$ cat src/design/flash_erase_pkg.sv
// Purpose: Constants for the host-side flash erase sequencer
// Assumes: Word-mode command set, 50 MHz system clock
// Notes: Word-mode command codes and cycle counts
// Contract
// - Chip erase is six writes
// - Hardware reset aborts chip erase; reissue
// - Sector erase is six writes
// - Extra sectors queued under 50 us apart
// - Other writes in window abort sequence
// - Host keeps queuing gaps short; this host does not pace them, it raises O_GAP_EXPIRED after GAP_CYCLES
// - Hardware reset aborts sector erase; reissue
// - Resume continues erase; repeats ignored
// - Time limit bit requires reset command
`default_nettype none
package flash_erase_pkg;
	localparam int          ADDR_W        = 20;
	localparam int          DATA_W        = 16;
	localparam logic [19:0] UNLOCK_ADDR_1 = 20'h00555;
	localparam logic [19:0] UNLOCK_ADDR_2 = 20'h002AA;
	localparam logic [15:0] UNLOCK_DATA_1 = 16'h00AA;
	localparam logic [15:0] UNLOCK_DATA_2 = 16'h0055;
	localparam logic [15:0] CMD_SETUP     = 16'h0080;
	localparam logic [15:0] CMD_CHIP      = 16'h0010;
	localparam logic [15:0] CMD_SECTOR    = 16'h0030;
	localparam logic [15:0] CMD_SUSPEND   = 16'h00B0;
	localparam logic [15:0] CMD_RESUME    = 16'h0030;
	localparam logic [15:0] CMD_RESET     = 16'h00F0;
	// Status bit positions on the low data byte
	localparam int          POLL_BIT      = 7;
	localparam int          TOGGLE_BIT    = 6;
	localparam int          TLIMIT_BIT    = 5;
	localparam int          TIMER_BIT     = 3;
	localparam int          STOGGLE_BIT   = 2;
	localparam int          CLK_MHZ       = 50;
	localparam int          WINDOW_US     = 50;
	localparam int          SUSPEND_US    = 20;
	// Gap limit rounds down, suspend wait rounds up
	localparam int          GAP_CYC       = WINDOW_US * CLK_MHZ - 1;
	localparam int          SUSPEND_CYC   = SUSPEND_US * CLK_MHZ;
	// Bus strobe phases, each held this many cycles
	localparam int          PHASE_CYC     = 4;
	localparam logic [3:0]  OP_CHIP       = 4'h1;
	localparam logic [3:0]  OP_SECTOR     = 4'h2;
	localparam logic [3:0]  OP_ADD_SECTOR = 4'h3;
	localparam logic [3:0]  OP_SUSPEND    = 4'h4;
	localparam logic [3:0]  OP_RESUME     = 4'h5;
	localparam logic [3:0]  OP_RESET      = 4'h6;
	localparam logic [3:0]  OP_READ       = 4'h7;
	localparam logic [3:0]  OP_WRITE      = 4'h8;
endpackage
`default_nettype wire

$ cat src/design/flash_bus_if.sv
// Purpose: Link between sequencer and bus cycle engine
// Assumes: Single clock
// Notes: One request at a time
`timescale 1ns/100ps
`default_nettype none
interface flash_bus_if;
	logic        req;
	logic        wr;
	logic [19:0] addr;
	logic [15:0] wdata;
	logic        done;
	logic [15:0] rdata;
	modport master (output req, output wr, output addr, output wdata, input done, input rdata);
	modport engine (input req, input wr, input addr, input wdata, output done, output rdata);
endinterface
`default_nettype wire

$ cat src/design/flash_erase_host.sv
// Purpose: Host controller issuing erase, suspend and resume sequences
// Assumes: Word mode; one user command at a time
// Notes: Reports window timing and suspend latency to the user
`timescale 1ns/100ps
`default_nettype none
module flash_erase_host #(
	parameter int GAP_CYCLES     = flash_erase_pkg::GAP_CYC,
	parameter int SUSPEND_CYCLES = flash_erase_pkg::SUSPEND_CYC
) (
	input  wire logic        I_CLK_SYS,
	input  wire logic        I_ARST_N,
	input  wire logic        I_CMD_VALID,
	input  wire logic [3:0]  I_CMD_OP,
	input  wire logic [19:0] I_CMD_ADDR,
	input  wire logic [15:0] I_CMD_DATA,
	input  wire logic [15:0] I_DQ,
	input  wire logic        I_READY_BUSY,
	output logic             O_CMD_READY,
	output logic             O_CMD_DONE,
	output logic [15:0]      O_RDATA,
	output logic             O_GAP_EXPIRED,
	output logic             O_SUSPEND_LATE,
	output logic             O_TIME_LIMIT,
	output logic             O_DEVICE_BUSY,
	output logic [19:0]      O_ADDR,
	output logic [15:0]      O_DQ,
	output logic             O_DQ_OE,
	output logic             O_CS_N,
	output logic             O_WE_N,
	output logic             O_OE_N
);
	typedef enum logic [1:0] {S_IDLE = 2'b00, S_ISSUE = 2'b01, S_WAIT = 2'b11} seq_state_e;

	flash_bus_if bus ();

	seq_state_e  state_ff;
	logic [2:0]  step_ff;
	logic [2:0]  len_ff;
	logic [3:0]  op_ff;
	logic [19:0] addr_ff;
	logic [15:0] data_ff;
	logic        req_ff;
	logic [15:0] gap_ff;
	logic        gap_run_ff;
	logic [15:0] susp_ff;
	logic        susp_run_ff;

	// Step table of one sequence: returns {addr, data}
	function automatic logic [35:0] seq_word(input logic [3:0] op, input logic [2:0] step,
			input logic [19:0] a, input logic [15:0] d);
		logic [35:0] w;
		w = {a, d};
		if (op == flash_erase_pkg::OP_CHIP || op == flash_erase_pkg::OP_SECTOR) begin
			case (step)
				3'h0, 3'h3: w = {flash_erase_pkg::UNLOCK_ADDR_1, flash_erase_pkg::UNLOCK_DATA_1};
				3'h1, 3'h4: w = {flash_erase_pkg::UNLOCK_ADDR_2, flash_erase_pkg::UNLOCK_DATA_2};
				3'h2:       w = {flash_erase_pkg::UNLOCK_ADDR_1, flash_erase_pkg::CMD_SETUP};
				default:    w = (op == flash_erase_pkg::OP_CHIP) ?
					{flash_erase_pkg::UNLOCK_ADDR_1, flash_erase_pkg::CMD_CHIP} :
					{a, flash_erase_pkg::CMD_SECTOR};
			endcase
		end else if (op == flash_erase_pkg::OP_ADD_SECTOR) begin
			w = {a, flash_erase_pkg::CMD_SECTOR};
		end else if (op == flash_erase_pkg::OP_SUSPEND) begin
			w = {20'h00000, flash_erase_pkg::CMD_SUSPEND};
		end else if (op == flash_erase_pkg::OP_RESUME) begin
			w = {20'h00000, flash_erase_pkg::CMD_RESUME};
		end else if (op == flash_erase_pkg::OP_RESET) begin
			w = {20'h00000, flash_erase_pkg::CMD_RESET};
		end
		return w;
	endfunction

	function automatic logic [2:0] seq_len(input logic [3:0] op);
		// Both erase kinds are six writes
		if (op == flash_erase_pkg::OP_CHIP || op == flash_erase_pkg::OP_SECTOR)
			return 3'h6;
		return 3'h1;
	endfunction

	flash_bus_cycle u_cycle (
		.i_clk   (I_CLK_SYS),
		.i_arst_n(I_ARST_N),
		.bus     (bus),
		.i_dq    (I_DQ),
		.o_addr  (O_ADDR),
		.o_dq    (O_DQ),
		.o_dq_oe (O_DQ_OE),
		.o_cs_n  (O_CS_N),
		.o_we_n  (O_WE_N),
		.o_oe_n  (O_OE_N)
	);

	logic [35:0] cur_word;
	assign cur_word  = seq_word(op_ff, step_ff, addr_ff, data_ff);
	assign bus.req   = req_ff;
	assign bus.wr    = (op_ff != flash_erase_pkg::OP_READ);
	assign bus.addr  = cur_word[35:16];
	assign bus.wdata = cur_word[15:0];

	logic last_done;
	assign last_done = bus.done && (step_ff == len_ff - 3'h1);

	// Sequencer; the device keeps its own erase algorithm
	always_ff @(posedge I_CLK_SYS or negedge I_ARST_N) begin
		if (!I_ARST_N) begin
			state_ff    <= S_IDLE;
			step_ff     <= 3'h0;
			len_ff      <= 3'h1;
			op_ff       <= 4'h0;
			addr_ff     <= 20'h00000;
			data_ff     <= 16'h0000;
			req_ff      <= 1'b0;
			O_CMD_READY <= 1'b0;
			O_CMD_DONE  <= 1'b0;
			O_RDATA     <= 16'h0000;
		end else begin
			O_CMD_DONE <= 1'b0;
			case (state_ff)
				S_IDLE: begin
					O_CMD_READY <= 1'b1;
					if (I_CMD_VALID && O_CMD_READY) begin
						O_CMD_READY <= 1'b0;
						op_ff       <= I_CMD_OP;
						addr_ff     <= I_CMD_ADDR;
						data_ff     <= I_CMD_DATA;
						len_ff      <= seq_len(I_CMD_OP);
						// Each erase restarts from the first unlock write
						step_ff     <= 3'h0;
						req_ff      <= 1'b1;
						state_ff    <= S_ISSUE;
					end
				end
				S_ISSUE: begin
					req_ff   <= 1'b0;
					state_ff <= S_WAIT;
				end
				S_WAIT: begin
					if (last_done) begin
						O_RDATA    <= bus.rdata;
						O_CMD_DONE <= 1'b1;
						state_ff   <= S_IDLE;
					end else if (bus.done) begin
						step_ff  <= step_ff + 3'h1;
						req_ff   <= 1'b1;
						state_ff <= S_ISSUE;
					end
				end
				default: state_ff <= S_IDLE;
			endcase
		end
	end

	// Gap since the last sector write, from its strobe rise
	always_ff @(posedge I_CLK_SYS or negedge I_ARST_N) begin
		if (!I_ARST_N) begin
			gap_ff        <= 16'h0000;
			gap_run_ff    <= 1'b0;
			O_GAP_EXPIRED <= 1'b0;
		end else if (last_done && (op_ff == flash_erase_pkg::OP_SECTOR ||
				op_ff == flash_erase_pkg::OP_ADD_SECTOR)) begin
			// Strobe rose one hold phase before done
			gap_ff        <= 16'(flash_erase_pkg::PHASE_CYC + 1);
			gap_run_ff    <= 1'b1;
			O_GAP_EXPIRED <= 1'b0;
		end else if (last_done && op_ff != flash_erase_pkg::OP_READ) begin
			// Suspend, reset or stray write ends the window
			if (gap_run_ff) begin
				O_GAP_EXPIRED <= 1'b1;
			end
			gap_run_ff <= 1'b0;
		end else if (gap_run_ff) begin
			// Reads leave an open window running
			if (gap_ff >= 16'(GAP_CYCLES)) begin
				// Later sector writes may be refused by the device
				O_GAP_EXPIRED <= 1'b1;
				gap_run_ff    <= 1'b0;
			end else begin
				gap_ff <= gap_ff + 16'h0001;
			end
		end
	end

	// Suspend latency watch on the ready/busy line
	always_ff @(posedge I_CLK_SYS or negedge I_ARST_N) begin
		if (!I_ARST_N) begin
			susp_ff        <= 16'h0000;
			susp_run_ff    <= 1'b0;
			O_SUSPEND_LATE <= 1'b0;
		end else if (last_done && op_ff == flash_erase_pkg::OP_SUSPEND) begin
			// Latency counts from the strobe rise, not from done
			susp_ff        <= 16'(flash_erase_pkg::PHASE_CYC + 1);
			susp_run_ff    <= 1'b1;
			O_SUSPEND_LATE <= 1'b0;
		end else if (susp_run_ff) begin
			if (I_READY_BUSY) begin
				susp_run_ff <= 1'b0;
			end else if (susp_ff >= 16'(SUSPEND_CYCLES)) begin
				O_SUSPEND_LATE <= 1'b1;
				susp_run_ff    <= 1'b0;
			end else begin
				susp_ff <= susp_ff + 16'h0001;
			end
		end
	end

	// Status from reads and ready/busy pin
	always_ff @(posedge I_CLK_SYS or negedge I_ARST_N) begin
		if (!I_ARST_N) begin
			O_TIME_LIMIT  <= 1'b0;
			O_DEVICE_BUSY <= 1'b0;
		end else begin
			O_DEVICE_BUSY <= !I_READY_BUSY;
			if (last_done && op_ff == flash_erase_pkg::OP_READ) begin
				O_TIME_LIMIT <= bus.rdata[flash_erase_pkg::TLIMIT_BIT];
			end else if (last_done && op_ff == flash_erase_pkg::OP_RESET) begin
				O_TIME_LIMIT <= 1'b0;
			end
		end
	end
endmodule
`default_nettype wire

$ cat src/design/flash_bus_cycle.sv
// Purpose: One asynchronous flash bus read or write cycle
// Assumes: Flash data pins sampled synchronously
// Notes: Chip select falls with write strobe; data latched on rise
`timescale 1ns/100ps
`default_nettype none
module flash_bus_cycle (
	input  wire logic        i_clk,
	input  wire logic        i_arst_n,
	flash_bus_if.engine      bus,
	input  wire logic [15:0] i_dq,
	output logic [19:0]      o_addr,
	output logic [15:0]      o_dq,
	output logic             o_dq_oe,
	output logic             o_cs_n,
	output logic             o_we_n,
	output logic             o_oe_n
);
	typedef enum logic [1:0] {B_IDLE = 2'b00, B_SETUP = 2'b01, B_STROBE = 2'b11, B_HOLD = 2'b10}
		bus_state_e;
	bus_state_e  state_ff;
	logic [2:0]  cnt_ff;
	logic        wr_ff;
	logic        done_ff;
	logic [15:0] rdata_ff;

	assign bus.done  = done_ff;
	assign bus.rdata = rdata_ff;

	always_ff @(posedge i_clk or negedge i_arst_n) begin
		if (!i_arst_n) begin
			state_ff <= B_IDLE;
			cnt_ff   <= 3'h0;
			wr_ff    <= 1'b0;
			done_ff  <= 1'b0;
			rdata_ff <= 16'h0000;
			o_addr   <= 20'h00000;
			o_dq     <= 16'h0000;
			o_dq_oe  <= 1'b0;
			o_cs_n   <= 1'b1;
			o_we_n   <= 1'b1;
			o_oe_n   <= 1'b1;
		end else begin
			done_ff <= 1'b0;
			case (state_ff)
				B_IDLE: begin
					if (bus.req) begin
						// Address settles before the later falling strobe
						o_addr   <= bus.addr;
						o_dq     <= bus.wdata;
						o_dq_oe  <= bus.wr;
						wr_ff    <= bus.wr;
						cnt_ff   <= 3'(flash_erase_pkg::PHASE_CYC - 1);
						state_ff <= B_SETUP;
					end
				end
				B_SETUP: begin
					if (cnt_ff == 3'h0) begin
						o_cs_n   <= 1'b0;
						o_we_n   <= !wr_ff;
						o_oe_n   <= wr_ff;
						cnt_ff   <= 3'(flash_erase_pkg::PHASE_CYC - 1);
						state_ff <= B_STROBE;
					end else begin
						cnt_ff <= cnt_ff - 3'h1;
					end
				end
				B_STROBE: begin
					if (cnt_ff == 3'h0) begin
						// Write strobe rises first, data still driven
						o_we_n   <= 1'b1;
						o_oe_n   <= 1'b1;
						rdata_ff <= i_dq;
						cnt_ff   <= 3'(flash_erase_pkg::PHASE_CYC - 1);
						state_ff <= B_HOLD;
					end else begin
						cnt_ff <= cnt_ff - 3'h1;
					end
				end
				B_HOLD: begin
					o_cs_n <= 1'b1;
					if (cnt_ff == 3'h0) begin
						o_dq_oe  <= 1'b0;
						done_ff  <= 1'b1;
						state_ff <= B_IDLE;
					end else begin
						cnt_ff <= cnt_ff - 3'h1;
					end
				end
				default: state_ff <= B_IDLE;
			endcase
		end
	end
endmodule
`default_nettype wire

$ cat config.mk
export PLATFORM = sky130hd
export DESIGN_NAME = flash_erase_host
export DESIGN_NICKNAME = d
export VERILOG_FILES = /design/src/design/flash_erase_pkg.sv /design/src/design/flash_bus_if.sv /design/src/design/flash_erase_host.sv /design/src/design/flash_bus_cycle.sv
export SDC_FILE = /design/constraint.sdc
export NUM_CORES = 1
export LEC_CHECK = 0
export ABC_AREA = 0
export BUFFER_PORTS_ARGS = -buffer_cell sky130_fd_sc_hd__buf_2
export CAP_MARGIN = 40
export CORE_AREA = 4 4 134 136
export CTS_CLUSTER_DIAMETER = 100
export DETAILED_ROUTE_END_ITERATION = 8
export DIE_AREA = 0 0 138 140
export PLACE_DENSITY = 0.71
export SETUP_SLACK_MARGIN = 0.2
export SLEW_MARGIN = 5
export SYNTH_ARGS = -nofsm -noshare
export SYNTH_HDL_FRONTEND = slang
export SYNTH_HIERARCHICAL = 1
export SYNTH_SLANG_ARGS = --single-unit
export TNS_END_PERCENT = 100
$ cat constraint.sdc
create_clock -name I_CLK_SYS -period 3.2 [get_ports I_CLK_SYS]
set_clock_uncertainty 0.1 [all_clocks]
set_input_delay 0.8 -clock I_CLK_SYS [delete_from_list [all_inputs] [get_ports I_CLK_SYS]]
set_output_delay 0.8 -clock I_CLK_SYS [all_outputs]
set_load 0.02 [all_outputs]
==> qor.yml <==
outcome:
  run_status: "finished clean"
grt:
  globalRouteOverflowTotal: 0
  first_global_vias: 4999
  grt_pass1_wl_um: 25430
  groute.usage.overall_pct: 16.06
  grt_antenna_before_repair: 0
  grt_max_degree: 67
route:
  routed-wl-met2_um: 6712
  postRouteAntennaNets: 0
  average_vias_per_placed_instance: 5.115
  detail_route.wirelength.met1_um: 7048
  num_vias: 4972
  routed-wl-met3_um: 912
  route.detailed.drc: 0
  route.final.wire_length_um: 14870
  maxUsedRoutingLayer: "met4"
  drt-initial-drc-count: 311
  routedWlPerCell_um: 15.30
  drtPass1Iterations: 4
worst_hold_path:
  min_path_type: "in2async"
critical_path:
  rrSetupSlack_ns: 0.70
  critPathArrivalTime_ns: 2.75
  cp_cell_sequence: "inv_1 > ha_1 > mux2_2 > o31ai_1 > a21boi_0 > a21oi_1 > and2_1 > mux2_2"
  critical-path-top-delay-family: "compound AO/OA/AOI/OAI gates"
  timing.critical_path.to_type: "register"
  cp_slowest_cell: "a21oi_1"
  worstSetupStartpoint: "step_ff[0]$_DFFE_PN0P_"
  endpoint: "u_cycle/o_addr[19]$_DFFE_PN0P_"
  critical_path.reg2reg.startpoint: "step_ff[0]$_DFFE_PN0P_"
  crit_type: "reg2reg"
  worstPathMaxFanout: 9
  startpoint_type: "register"
  path_buf_inv: 1
  reg_to_reg_endpoint: "u_cycle/o_addr[19]$_DFFE_PN0P_"
  worst_ep_required_time_ns: 3.45
  cp_slowest_stage_delay_ns: 0.51
  worst-r2r-cell-count: 8
  worst_path_most_repeated_cell: "mux2_2"
  crit_cells: 8
sta:
  setup_total_negative_slack_ns: 0
  timing_limited_maximum_frequency_mhz: 400.8
  grt_setup_unrepaired: "no"
  timing_hold_violations_final: 0
  minimum_clock_period_ns: 2.495
  setup_viol: 0
  max_slew_headroom_at_the_worst_pin_pct: 58.64
  worst_pin_slew_ns: 0.6204
  finalMaxSlewViolations: 0
  final.period_utilization_pct: 77.97
clocking:
  clk_transition_reported_paths_ns: 0.06
  postCtsSetupRepairBufs: 0
  cts-root-buf: "clkbuf_16"
  cts.sink_count: 167
  tritoncts.num_buffers: 17
  clk-insertion-delay-late_ns: 0.42
  tritoncts: "done"
  cts-resized-gates: 0
  htreeDepth: 4
  max-clock-path-buffers: 2
  post_cts_hold_buffer_count: 0
finish:
  finish.net_count: 805
  num_antenna_cells: 0
  flow.area_growth_from_synthesis_pct: 19.72
  layout.core_utilization_pct: 52.39
  share_of_cells_above_drive_strength_1_pct: 37.48
logic_synthesis:
  async_flop_share_pct: 100.0
  postSynthNetCount: 681
  number_of_instances_in_the_synthesized_netlist: 610
  yosysSeqAreaShare_pct: 56.46
  yosysWarningCount: 6
  postSynthAreaPerCell_um2: 12.15
  postSynth.topFlopCell: "dfrtp_1"
  count_of_flip_flops_with_a_built_in_enable_after_synthesis: 0
  post_synth_num_cell_types: 59
  post_synth_instance_area_um2: 7411
  postSynthRegisterBits: 167
  post_synth_main_area_contributors: "dfrtp_1, mux2_2, nand2_1"
  post-synth-top-area-cell: "dfrtp_1"
  synthDominantCellAreaShare_pct: 55.04
floorplanning:
  die_w_um: 138
  die_area_um2: 19320
  starting_density_of_the_core_pct: 43.76
  floorplan.die.height_um: 140
  design.core.area_um2: 16940
  rows: 48
  ios: 122
job:
  drv.max_cap_violation_count: 0
power_and_ir_drop:
  pwr_dens_nw_per_um2: 808.0
  power.internal_mw: 4.846
  leakage_power_figure_nw: 4.318
  power.share.switching_pct: 32.40
  combinationalPowerShare_pct: 27.8
  power.switching_mw: 2.323
  design_power_total_mw: 7.169
  worst_supply_voltage_drop_on_vdd_mv: 0.4098
  clockPowerShare_pct: 29.4
  sequential_share_of_power_pct: 42.8
placement:
  finalWeightedCongestion: 0.8470
  buffer_ports.inserted: 121
  dpl.hpwl_um: 10470
## routing by layer
| metal | track usage (%) | vias to the layer above |
|---|---|---|
| li1 | - | 2397 |
| met1 | 22.68 | 2444 |
| met2 | 23.77 | 109 |
| met3 | 5.360 | 22 |
| met4 | 4.680 | 0 |
| met5 | 0 | - |
## power by group through the flow
stage                     clock [mW]  sequential, mW  combinational [mW]
after global placement             0            3.09                1.98
after floorplan                    0            3.28                1.17
after detailed placement           0            3.10                2.01
final                           2.11            3.07                1.99
after global routing            2.26            3.15                2.21
after CTS                       2.16            3.07                2.02
## worst min-delay path by stage
stage,cells after the start,to,start
after floorplan,1,susp_ff[10]$_DFFE_PN0P_,susp_ff[10]$_DFFE_PN0P_
after global placement,1,u_cycle/o_addr[5]$_DFFE_PN0P_,u_cycle/o_addr[5]$_DFFE_PN0P_
after detailed placement,2,u_cycle/o_oe_n$_DFFE_PN1P_,u_cycle/o_oe_n$_DFFE_PN1P_
after CTS,1,O_RDATA[5]$_DFFE_PN0P_,I_ARST_N
after global routing,1,u_cycle/cnt_ff[2]$_DFFE_PN0P_,I_ARST_N
final,1,u_cycle/cnt_ff[2]$_DFFE_PN0P_,I_ARST_N
## through the flow
stage | setup slack, ns | area [µm²] | cells | hold slack [ns]
after global placement | 0.7676 | 8259 | 940 | 0.3650
after global routing | 0.4782 | 8872 | 972 | 0.3149
after CTS | 0.6704 | 8872 | 972 | 0.2835
after detailed placement | 0.6917 | 8259 | 940 | 0.3684
after floorplan | 0.8804 | 7411 | 610 | 0.3539
final | 0.7048 | 8872 | 972 | 0.2726
## layout make-up
type	instances	area [µm²]
multi-input combinational	393	3008
inverter	25	93.84
fill	1480	8064
timing repair buffer	130	691.9
tap	225	281.5
clock buffer	20	446.7
clock inverter	12	166.4
sequential	167	4184
## logic make-up after synthesis
kind of cell    after synthesis  share of synthesized area, %
flops                       167                         56.46
buf+inv                      50                         3.039
simple gates                168                         12.46
xor+xnor                     11                         1.300
compound gates               92                         8.138
mux                         111                         16.75
fa+ha+maj                    11                         1.857
## cells in the final DEF, fill, tap and decap left out, drive strengths merged, types with 7 or more instances in the layout
cell type,count
dfrtp,163
nor2b,11
nand2,38
and2,21
inv,29
a21oi,23
o21a,9
nor2,37
o31ai,7
mux2i,7
clkbuf,20
ha,11
mux2,104
o21ai,26
nor3,7
xnor2,8
buf,130
nand3,16
## flip-flops by register name (all words and copies together) (netlist names), 2 cells and up
register and count:
gap_ff 16, u_cycle/cnt_ff 3, u_cycle/bus.rdata 16, susp_ff 16
state_ff 2, u_cycle/o_dq 16, addr_ff 20, op_ff 4
O_RDATA 16, u_cycle/state_ff 2, len_ff 2, u_cycle/o_addr 20
data_ff 16, step_ff 3
## Yosys cell counts, drive strengths merged, types with 8 or more instances
cell    instances
nand2          38
xnor2           8
clkbuf         14
and2           21
inv            25
nand3          16
dfrtp         163
o21ai          26
ha             11
nor2b          11
nor2           37
buf            11
o21a            9
a21oi          23
mux2          104
No activity file was read; power rests on OpenSTA's default activity.
